--- src/cef_pkg.sv ---
// What this block does
// - Set the buffer overrun flag when the receive buffer becomes full; 1 means active.
// - Overrun flag holds until software clears it after handling the overrun.
// - Receiver computes CRC over destuffed bits from start of frame through data.
// - Set CRC error flag when computed CRC differs from received CRC field.
// - Set form error flag on bad CRC delimiter, ack delimiter or end of frame.
// - Stuff, CRC, form and ack error flags can request interrupt; sticky until cleared.
// - After reset the overrun flag and all error flags read zero.
package cef_pkg;

    // ==========================================================
    // Register map
    localparam logic [7:0]  CEF_FLAGS_OFFSET = 8'h00;
    localparam logic [7:0]  CEF_IRQEN_OFFSET = 8'h04;
    localparam logic [7:0]  CEF_STAT_OFFSET  = 8'h08;
    localparam int          CEF_ACK_BIT      = 0;
    localparam int          CEF_FORM_BIT     = 1;
    localparam int          CEF_CRC_BIT      = 2;
    localparam int          CEF_STUFF_BIT    = 3;
    localparam int          CEF_OVR_BIT      = 4;
    localparam logic [4:0]  CEF_FLAGS_RESET  = 5'h00;
    localparam logic [4:0]  CEF_IRQEN_RESET  = 5'h00;
    localparam logic [1:0]  CEF_RESP_OKAY    = 2'h0;
    localparam logic [1:0]  CEF_RESP_SLVERR  = 2'h2;

    // ==========================================================
    // Frame constants
    localparam logic [2:0]  CEF_STUFF_LIMIT  = 3'h5;
    localparam logic [14:0] CEF_CRC_POLY     = 15'h4599;
    localparam logic [2:0]  CEF_EOF_BITS     = 3'h7;
    localparam logic [4:0]  CEF_ARB_BITS     = 5'h13;

    typedef enum logic [3:0] {
        CEF_IDLE  = 4'h0,
        CEF_HEAD  = 4'h1,
        CEF_DLC   = 4'h2,
        CEF_DATA  = 4'h3,
        CEF_CRC   = 4'h4,
        CEF_CDEL  = 4'h5,
        CEF_ACK   = 4'h6,
        CEF_ADEL  = 4'h7,
        CEF_EOF   = 4'h8
    } cef_state_e;

endpackage

--- src/cef_flag.sv ---
`timescale 1ns/1ps
module cef_flag
    import cef_pkg::*;
(
    input  wire logic aclk,
    input  wire logic aresetn,
    input  wire logic ce,
    input  wire logic set_i,
    input  wire logic clr_i,
    output logic      flag_o
);
    typedef struct packed {
        logic f;
    } cef_flag_s;
    cef_flag_s st_q, st_d;

    always_comb begin
        st_d = st_q;
        if (clr_i) begin
            st_d.f = 1'b0;
        end
        if (set_i) begin
            st_d.f = 1'b1;
        end
    end

    always_ff @(posedge aclk) begin
        if (!aresetn) begin
            st_q <= '0;
        end else if (ce) begin
            st_q <= st_d;
        end
    end

    assign flag_o = st_q.f;
endmodule

--- src/cef_top.sv ---
// Added by the designer: the AXI4-Lite interface to the registers and the placing of the registers.
`timescale 1ns/1ps
module cef_top
    import cef_pkg::*;
(
    input  wire logic        aclk,
    input  wire logic        aresetn,
    input  wire logic        ce,
    input  wire logic        rx_bit,
    input  wire logic        rx_sample,
    input  wire logic        rx_buf_full,
    input  wire logic [7:0]  s_axi_awaddr,
    input  wire logic        s_axi_awvalid,
    output logic             s_axi_awready,
    input  wire logic [31:0] s_axi_wdata,
    input  wire logic [3:0]  s_axi_wstrb,
    input  wire logic        s_axi_wvalid,
    output logic             s_axi_wready,
    output logic [1:0]       s_axi_bresp,
    output logic             s_axi_bvalid,
    input  wire logic        s_axi_bready,
    input  wire logic [7:0]  s_axi_araddr,
    input  wire logic        s_axi_arvalid,
    output logic             s_axi_arready,
    output logic [31:0]      s_axi_rdata,
    output logic [1:0]       s_axi_rresp,
    output logic             s_axi_rvalid,
    input  wire logic        s_axi_rready,
    output logic [4:0]       err_flags,
    output logic             err_irq
);
    // ==========================================================
    // State
    typedef struct packed {
        cef_state_e  fsm;
        logic [5:0]  cnt;
        logic [3:0]  dlc;
        logic        ide;
        logic [14:0] crc;
        logic [14:0] crc_rx;
        logic        last;
        logic [2:0]  run;
        logic        stuff_nxt;
        logic        full_q;
        logic [4:0]  irqen;
        logic        aw_ok;
        logic [7:0]  awa;
        logic        w_ok;
        logic [31:0] wd;
        logic [3:0]  ws;
        logic        bv;
        logic [1:0]  br;
        logic        rv;
        logic [31:0] rd;
        logic [1:0]  rr;
    } cef_top_s;
    cef_top_s st_q, st_d;

    logic [4:0] set_v;
    logic [4:0] clr_v;
    logic [4:0] flags;

    genvar gi;
    generate
        for (gi = 0; gi < 5; gi++) begin : g_flag
            cef_flag u_flag (
                .aclk    (aclk),
                .aresetn (aresetn),
                .ce      (ce),
                .set_i   (set_v[gi]),
                .clr_i   (clr_v[gi]),
                .flag_o  (flags[gi])
            );
        end
    endgenerate

    // ==========================================================
    // Frame checker and bus slave
    logic       crc_fb;
    logic       wr_go;
    logic       stuffed;
    logic       bitv;
    logic       data_end;

    always_comb begin
        st_d     = st_q;
        set_v    = '0;
        clr_v    = '0;
        bitv     = rx_sample & ~st_q.stuff_nxt;
        stuffed  = 1'b0;
        data_end = 1'b0;
        crc_fb   = rx_bit ^ st_q.crc[14];

        st_d.full_q = rx_buf_full;
        set_v[CEF_OVR_BIT] = rx_buf_full & ~st_q.full_q;

        // Stuff bits are dropped here, so every later field sees destuffed data.
        if (rx_sample && st_q.stuff_nxt) begin
            st_d.stuff_nxt = 1'b0;
            if (rx_bit == st_q.last) begin
                set_v[CEF_STUFF_BIT] = 1'b1;
                st_d.fsm = CEF_IDLE;
            end
            st_d.last = rx_bit;
            st_d.run  = 3'h1;
        end

        if (bitv) begin
            if (st_q.fsm inside {CEF_HEAD, CEF_DLC, CEF_DATA, CEF_CRC}) begin
                stuffed = 1'b1;
                if (rx_bit == st_q.last) begin
                    st_d.run = st_q.run + 3'h1;
                end else begin
                    st_d.run = 3'h1;
                end
                st_d.last = rx_bit;
                st_d.stuff_nxt = (rx_bit == st_q.last) ? (st_q.run + 3'h1 == CEF_STUFF_LIMIT)
                                                       : 1'b0;
            end
            if (st_q.fsm inside {CEF_HEAD, CEF_DLC, CEF_DATA}) begin
                st_d.crc = {st_q.crc[13:0], 1'b0} ^ (crc_fb ? CEF_CRC_POLY : 15'h0000);
            end
            st_d.cnt = st_q.cnt + 6'h01;
            unique case (st_q.fsm)
                CEF_IDLE: begin
                    if (!rx_bit) begin
                        st_d.fsm  = CEF_HEAD;
                        st_d.cnt  = '0;
                        st_d.last = 1'b0;
                        st_d.run  = 3'h1;
                        st_d.stuff_nxt = 1'b0;
                        st_d.ide  = 1'b0;
                        // A dominant start bit into a cleared register leaves it clear,
                        // so no remainder of the previous frame can leak in.
                        st_d.crc  = 15'h0000;
                    end
                end
                CEF_HEAD: begin
                    // Identifier, RTR/SRR, IDE and r0 are passed over; IDE picks length.
                    if (st_q.cnt == 6'h0c) begin
                        st_d.ide = rx_bit;
                    end
                    if ((!st_q.ide && st_q.cnt == 6'h0d) ||
                        (st_q.ide && st_q.cnt == 6'h0d + {1'b0, CEF_ARB_BITS} + 6'h01)) begin
                        st_d.fsm = CEF_DLC;
                        st_d.cnt = '0;
                    end
                end
                CEF_DLC: begin
                    st_d.dlc = {st_q.dlc[2:0], rx_bit};
                    if (st_q.cnt == 6'h03) begin
                        st_d.cnt = '0;
                        if ({st_q.dlc[2:0], rx_bit} == 4'h0) begin
                            st_d.fsm = CEF_CRC;
                        end else begin
                            st_d.fsm = CEF_DATA;
                        end
                    end
                end
                CEF_DATA: begin
                    data_end = (st_q.dlc[3] ? 6'h3f : {st_q.dlc[2:0], 3'h0} - 6'h01)
                               == st_q.cnt;
                    if (data_end) begin
                        st_d.fsm = CEF_CRC;
                        st_d.cnt = '0;
                    end
                end
                CEF_CRC: begin
                    st_d.crc_rx = {st_q.crc_rx[13:0], rx_bit};
                    if (st_q.cnt == 6'h0e) begin
                        st_d.fsm = CEF_CDEL;
                        set_v[CEF_CRC_BIT] = {st_q.crc_rx[13:0], rx_bit} != st_q.crc;
                    end
                end
                CEF_CDEL: begin
                    set_v[CEF_FORM_BIT] = ~rx_bit;
                    st_d.fsm = CEF_ACK;
                end
                CEF_ACK: begin
                    set_v[CEF_ACK_BIT] = rx_bit;
                    st_d.fsm = CEF_ADEL;
                end
                CEF_ADEL: begin
                    set_v[CEF_FORM_BIT] = ~rx_bit;
                    st_d.fsm = CEF_EOF;
                    st_d.cnt = '0;
                end
                CEF_EOF: begin
                    set_v[CEF_FORM_BIT] = ~rx_bit;
                    if (st_q.cnt == {3'h0, CEF_EOF_BITS} - 6'h01) begin
                        st_d.fsm = CEF_IDLE;
                    end
                end
                default: st_d.fsm = CEF_IDLE;
            endcase
            if (st_q.fsm == CEF_DATA && st_q.dlc[3] && st_q.cnt == 6'h3f) begin
                st_d.fsm = CEF_CRC;
                st_d.cnt = '0;
            end
        end

        // AXI4-Lite write: address and data taken in either order.
        if (s_axi_awvalid && !st_q.aw_ok && !st_q.bv) begin
            st_d.aw_ok = 1'b1;
            st_d.awa   = s_axi_awaddr;
        end
        if (s_axi_wvalid && !st_q.w_ok && !st_q.bv) begin
            st_d.w_ok = 1'b1;
            st_d.wd   = s_axi_wdata;
            st_d.ws   = s_axi_wstrb;
        end
        wr_go = st_q.aw_ok && st_q.w_ok && !st_q.bv;
        if (wr_go) begin
            st_d.aw_ok = 1'b0;
            st_d.w_ok  = 1'b0;
            st_d.bv    = 1'b1;
            st_d.br    = CEF_RESP_OKAY;
            unique case (st_q.awa & 8'hfc)
                CEF_FLAGS_OFFSET: if (st_q.ws[0]) clr_v = st_q.wd[4:0];
                CEF_IRQEN_OFFSET: if (st_q.ws[0]) st_d.irqen = st_q.wd[4:0];
                CEF_STAT_OFFSET:  st_d.br = CEF_RESP_OKAY;
                default:          st_d.br = CEF_RESP_SLVERR;
            endcase
        end
        if (st_q.bv && s_axi_bready) begin
            st_d.bv = 1'b0;
        end
        if (s_axi_arvalid && !st_q.rv) begin
            st_d.rv = 1'b1;
            st_d.rr = CEF_RESP_OKAY;
            unique case (s_axi_araddr & 8'hfc)
                CEF_FLAGS_OFFSET: st_d.rd = {27'h0, flags};
                CEF_IRQEN_OFFSET: st_d.rd = {27'h0, st_q.irqen};
                CEF_STAT_OFFSET:  st_d.rd = {28'h0, st_q.fsm};
                default: begin
                    st_d.rd = 32'h0;
                    st_d.rr = CEF_RESP_SLVERR;
                end
            endcase
        end else if (st_q.rv && s_axi_rready) begin
            st_d.rv = 1'b0;
        end
    end

    // ==========================================================
    // Registers
    always_ff @(posedge aclk) begin
        if (!aresetn) begin
            st_q       <= '0;
            st_q.fsm   <= CEF_IDLE;
            st_q.last  <= 1'b1;
            st_q.irqen <= CEF_IRQEN_RESET;
        end else if (ce) begin
            st_q <= st_d;
        end
    end

    assign s_axi_awready = !st_q.aw_ok && !st_q.bv;
    assign s_axi_wready  = !st_q.w_ok && !st_q.bv;
    assign s_axi_bvalid  = st_q.bv;
    assign s_axi_bresp   = st_q.br;
    assign s_axi_arready = !st_q.rv;
    assign s_axi_rvalid  = st_q.rv;
    assign s_axi_rdata   = st_q.rd;
    assign s_axi_rresp   = st_q.rr;
    assign err_flags     = flags;
    assign err_irq       = |(flags & st_q.irqen);
endmodule
--- config.mk ---
export PLATFORM = sky130hd
export DESIGN_NAME = cef_top
export DESIGN_NICKNAME = d
export VERILOG_FILES = /design/src/cef_pkg.sv /design/src/cef_flag.sv /design/src/cef_top.sv
export SDC_FILE = /design/constraint.sdc
export NUM_CORES = 1
export LEC_CHECK = 0
export BUFFER_PORTS_ARGS = -buffer_cell sky130_fd_sc_hd__buf_2
export CAP_MARGIN = 20
export CORE_MARGIN = 2
export CORE_UTILIZATION = 54
export DETAILED_ROUTE_END_ITERATION = 7
export HOLD_SLACK_MARGIN = 0.03
export PLACE_DENSITY = 0.92
export SYNTH_ARGS = -nofsm -noshare
export SYNTH_HDL_FRONTEND = slang
export SYNTH_SLANG_ARGS = --single-unit
--- constraint.sdc ---
create_clock -name aclk -period 2.4 [get_ports aclk]
set_input_delay 0.36 -clock aclk [delete_from_list [all_inputs] [get_ports aclk]]
set_output_delay 0.36 -clock aclk [all_outputs]
set_load 0.05 [all_outputs]
# After elaboration in Yosys (flattened, before gate mapping)
# Cells that the tools add are included.
# op_classes
addsub	3
mul	0
n_div	0
n_lt_le_gt_ge	0
eq_ne	25
shift	0
muxes	59
bitwise_logic	8
reduce_logical	60
# op_table
operator	n
$mux 15	4
$mux 10	5
$mux 50	1
$mux 37	1
$pmux 4 s9	1
$mux 5	7
$pmux 6 s5	1
$reduce_and 2->1	14
$mux 1	23
$mux 4	5
$reduce_bool 2->1	10
$eq 6x2->1 const B	3
$eq 6x4->1 const B	3
$eq 4x3->1 const B	4
$logic_and 1x1->1	16
$logic_not 8->1	2
$mux 16	1
$ne 15x15->1	1
$pmux 5 s3	1
$xor 15x15->15	1
$eq 6x1->1 const B	2
$eq 6x6->1 const B	2
$mux 3	4
$mux 9	1
29 further kinds	42
# word_totals
ff_bits	145
latch_bits	0
ramBits	0
rom_bits	0
out_inout_bits	47
wordCells	181
n_memories	0

# Logic depth before layout (Yosys ltp)
# logic_depth
word_depth	7
ltp_mapped	9
depth_no_buf	8

# Hierarchy
# A second synthesis with hierarchy kept.
# hier_totals
cells_unflattened	576
area_unflattened_um2	4667.0
# by_module_without_submodules
mod	n_inst	cells_each	area_each_um2	seq_area_each_um2
cef_top	1	556	4473.0	1561.5
cef_flag	5	4	38.8	20.0

# Worst setup path after synthesis
# Ideal clock, no wire load.
# synth_timing
path_type	register to register
from	register st_q[126] in the netlist's numbering
to	register st_q[137] in the netlist's numbering
t_arrival_ns	2.019
t_required_ns	2.272
setup_slack_ns	0.254
stages_incl_launch_ff	9
synth_period_minus_slack_ns	2.146
cell_sequence	dfxtp_1 > inv_1 > ha_1 > xor2_1 > or3_1 > a221o_1 > a2111oi_0 > o31a_1 > nor2_1
# synth_between
elab_chain_cells	7
elab_cells_between_ends	10
cone_classes	1 x add/sub; 1 x eq/ne; 7 x mux; 1 x reduce/logical
# synth_rtl
item	line_no	source
start, declared	cef_top.sv:57	cef_top_s st_q, st_d;
start signal, assigned	cef_top.sv:254	st_q <= st_d;
$sub 6x1->6	cef_top.sv:161	data_end = (st_q.dlc[3] ? 6'h3f : {st_q.dlc[2:0], 3'h0} - 6'h01)
$mux 6	cef_top.sv:161	
$eq 6x6->1	cef_top.sv:162	== st_q.cnt;
$mux 10	cef_top.sv:163	if (data_end) begin
$pmux 4 s9 *	cef_top.sv:124	unique case (st_q.fsm)
$mux 10 *	cef_top.sv:196	if (st_q.fsm == CEF_DATA && st_q.dlc[3] && st_q.cnt == 6'h3f) begin
$mux 50 *	cef_top.sv:108	if (bitv) begin
# Mark *: on every way between the ends. The rest lies on a longest branch, timed or not.
# A chain may end at the register's enable or synchronous reset.

# Final worst setup path
# layout_timing
from	register st_q[127] in the netlist's numbering
to	register st_q[137] in the netlist's numbering
# The elaborated chain is that of the path after synthesis.

==> impl_results.md <==
* Synth top cells by count: 83 x dfxtp_1, 70 x nor2_1, 67 x nand2_1
* Worst VDD drop at 0.363 mV
* Fmax at roughly 440 MHz
* Pwr Density at 572 nW/um^2
* Die area at 9340 sq um
* CTS tree: done
* Type of destination of the critical path: flop
* Critical Path RT at 2.66 ns
* Failing checks: design-rule violations
* Ys Warns at 0
* Final WL at roughly 11000 microns
* Pre-CTS setup slack at between 0.15 and 0.2 ns
* Fraction of synthesized cell area taken by the top area cell type at 35.9%
* Most common cell in the netlist: dfxtp_1
* Grt total ovfl at 0
* Layout fillers at 698
* Avg Cell Area, Syn at approximately 8.0 sq um
* Share of cells above drive strength 1 at 13.6%
* Core area at between 8000 and 9000 sq um
* Crit path DAT at 2.52 ns
* Worst-Margin Slew at 0.658 ns
* Setup violators final at 0
* Vias per cell at 5.84
* Crit path kind: flop to flop
* Max Clock Skew at 0.00925 ns
* Final Wtd Congestion at 0.972
* Die width at around 97 microns
* Antenna violations before repair at 0
* Nets at 678
* IO Port Bufs at 46
* Final Util at 60.2%
* Syn Std Cell Area at about 4600 sq um
* First-pass GRT wire length at 18300 microns
* Post-layout minimum cycle time at 2.26 ns
* Total GRT Usage at 23.3%
* Sequential share of the synthesized area at 35.9%
* Worst Setup Start Kind: flop
* Drt drc at 1
* Layout area overhead at 7.29%
* Post-CTS Hold Fix Bufs at 0
* Ys flop type: dfxtp_1
* Largest area contributor in the netlist: dfxtp_1
* Num Clock Sinks at 83
* Post-synthesis register bit count at 83
* # IOs at 110
* Fin Setup TNS at 0 ns
* Tcrit/Tclk final at 94.2%
* Initial core utilization at 56.1%
* PostCTS Resize Cnt at 0
* Rel. slew slack at 56.1%
* Largest net degree at the start of global routing at 39
* Largest cells by area after synthesis: dfxtp_1 36%, mux2i_1 6.9%, buf_4 6.8%
* RSZ-0062 raised after global routing: false
* HPWL Detailed at about 7700 microns
* Worst-path maximum fanout at 4
* Root Driver: clkbuf_8
* Antenna Nets Post-Route at 0
* Syn Inst Count at 581
* MaxCap Viol Count at 0
* TritonRoute pass-1 iters at 8
* Setup Buffers After CTS at 0
* Netlist cell types at 59
* Die Ht at 96.6 microns
* Max-slew violations at 0
* Outcome: finished, violations left
* Vias post-DR at about 4200
* CTS buffer count at 9
* Vias in the first global route at 3891
* Avg WL per Cell at between 15 and 20 microns
* Site Rows at 33
* H-tree Lvls at 3
* P_leak at 2.13 nW
* Clock transition at the registers of the reported paths at 0.08 ns
* Final Hold Viols at 0
* N_diodes at 0
* Hold WC Path Type: primary input to flop
* Post-route setup slack at approximately 0.14 ns
* Post-synth EDFFs at 0
* Ys async rst share at 0%
* Max Buffers Root-to-Sink at 2
* DR iter-0 viols at about 370
* Worst skew pair latency at 0.37 ns
==> worst paths after layout <==
kind                       endpoint  cells past startpoint                   start  slack [ns]
max reg2reg  st_q[137]$_SDFFE_PN0P_                      8  st_q[127]$_SDFFE_PN0P_        0.14
min           st_q[80]$_SDFFE_PN0P_                      3         s_axi_awaddr[5]        0.23
max          st_q[137]$_SDFFE_PN0P_                      8  st_q[127]$_SDFFE_PN0P_        0.14
min reg2reg  st_q[108]$_SDFFE_PN0P_                      2  st_q[108]$_SDFFE_PN0P_        0.48
==> layout make-up <==
type / instances / area, sq um / area share (%)
multi-input combinational: 437 / 2570 / 51.6
sequential: 83 / 1660 / 33.4
timing repair buffer: 63 / 370 / 7.45
tap: 105 / 131 / 2.64
clock buffer: 9 / 124 / 2.49
clock inverter: 6 / 65.1 / 1.31
inverter: 14 / 52.6 / 1.06
==> per-layer routing <==
| metal | track usage (%) | wire (microns) | up-vias | share of wire (%) |
|---|---|---|---|---|
| li1 | - | - | 2007 | - |
| met1 | 28.8 | 4390 | 1960 | 41 |
| met2 | 40.3 | 5390 | 190 | 50 |
| met3 | 6.29 | 803 | 29 | 7.4 |
| met4 | 5.96 | 205 | 0 | 1.9 |
| met5 | 0 | 0 | - | 0 |
==> sequential cells by signal (all words and copies together) (netlist names) <==
register / count
s_axi_rresp: 1
s_axi_rvalid: 1
s_axi_rdata: 5
s_axi_bvalid: 1
g_flag.u_flag.flag_o: 5
st_q: 69
s_axi_bresp: 1
==> power breakdown <==
group	internal [W]	switching (W)	leakage, nW
clock network	0.000476	0.000518	0.0955
logic	0.000118	0.000301	1.36
registers	0.00140	0.0000299	0.672
==> metrics by stage <==
step                      instances  hold WS (ns)  area, sq um  total power [W]
after floorplan                 609         0.450         4740          0.00182
after global placement          702         0.456         4780          0.00186
after global routing            717         0.243         4970          0.00297
after detailed placement        702         0.472         4780          0.00188
after CTS                       717         0.228         4970          0.00286
final                           717         0.228         4970          0.00285
==> placed cells by master (no fill, tap or decap), types with 3 or more instances in the layout <==
| master | n |
|---|---|
| nor2b_1 | 10 |
| buf_2 | 46 |
| nand2_1 | 67 |
| mux2i_1 | 32 |
| o32ai_1 | 3 |
| ha_1 | 7 |
| nand3_1 | 27 |
| nand4_1 | 5 |
| a22oi_1 | 7 |
| nor4bb_1 | 3 |
| and3_1 | 8 |
| nor3_1 | 7 |
| nor2_1 | 70 |
| nand3b_1 | 4 |
| conb_1 | 29 |
| dfxtp_1 | 83 |
| nor4_1 | 8 |
| inv_1 | 14 |
| a31oi_1 | 4 |
| buf_4 | 16 |
| and2_1 | 6 |
| clkbuf_8 | 9 |
| a21oi_1 | 49 |
| xnor2_1 | 10 |
| o21ai_0 | 19 |
| and3b_1 | 3 |
| xor2_1 | 17 |
==> cells by family after synthesis <==
family	synth area share [%]
and+or+nand+nor	24.3
AOI/OAI and AO/OA	14.9
buffers and inverters	11.0
DFF	35.9
muxes	6.91
xor gates and xnor gates	5.10
adders and majority gates	1.89
other	0.0809
==> critical path: stages, from the launching register on <==
cell,delay [ns]
dfxtp_1,0.37
inv_1,0.05
ha_1,0.18
xor2_1,0.15
or3_1,0.31
a221o_1,0.40
a2111oi_0,0.46
o31a_1,0.20
nor2_1,0.04
Note: power is estimated with default switching activity, not from simulation.
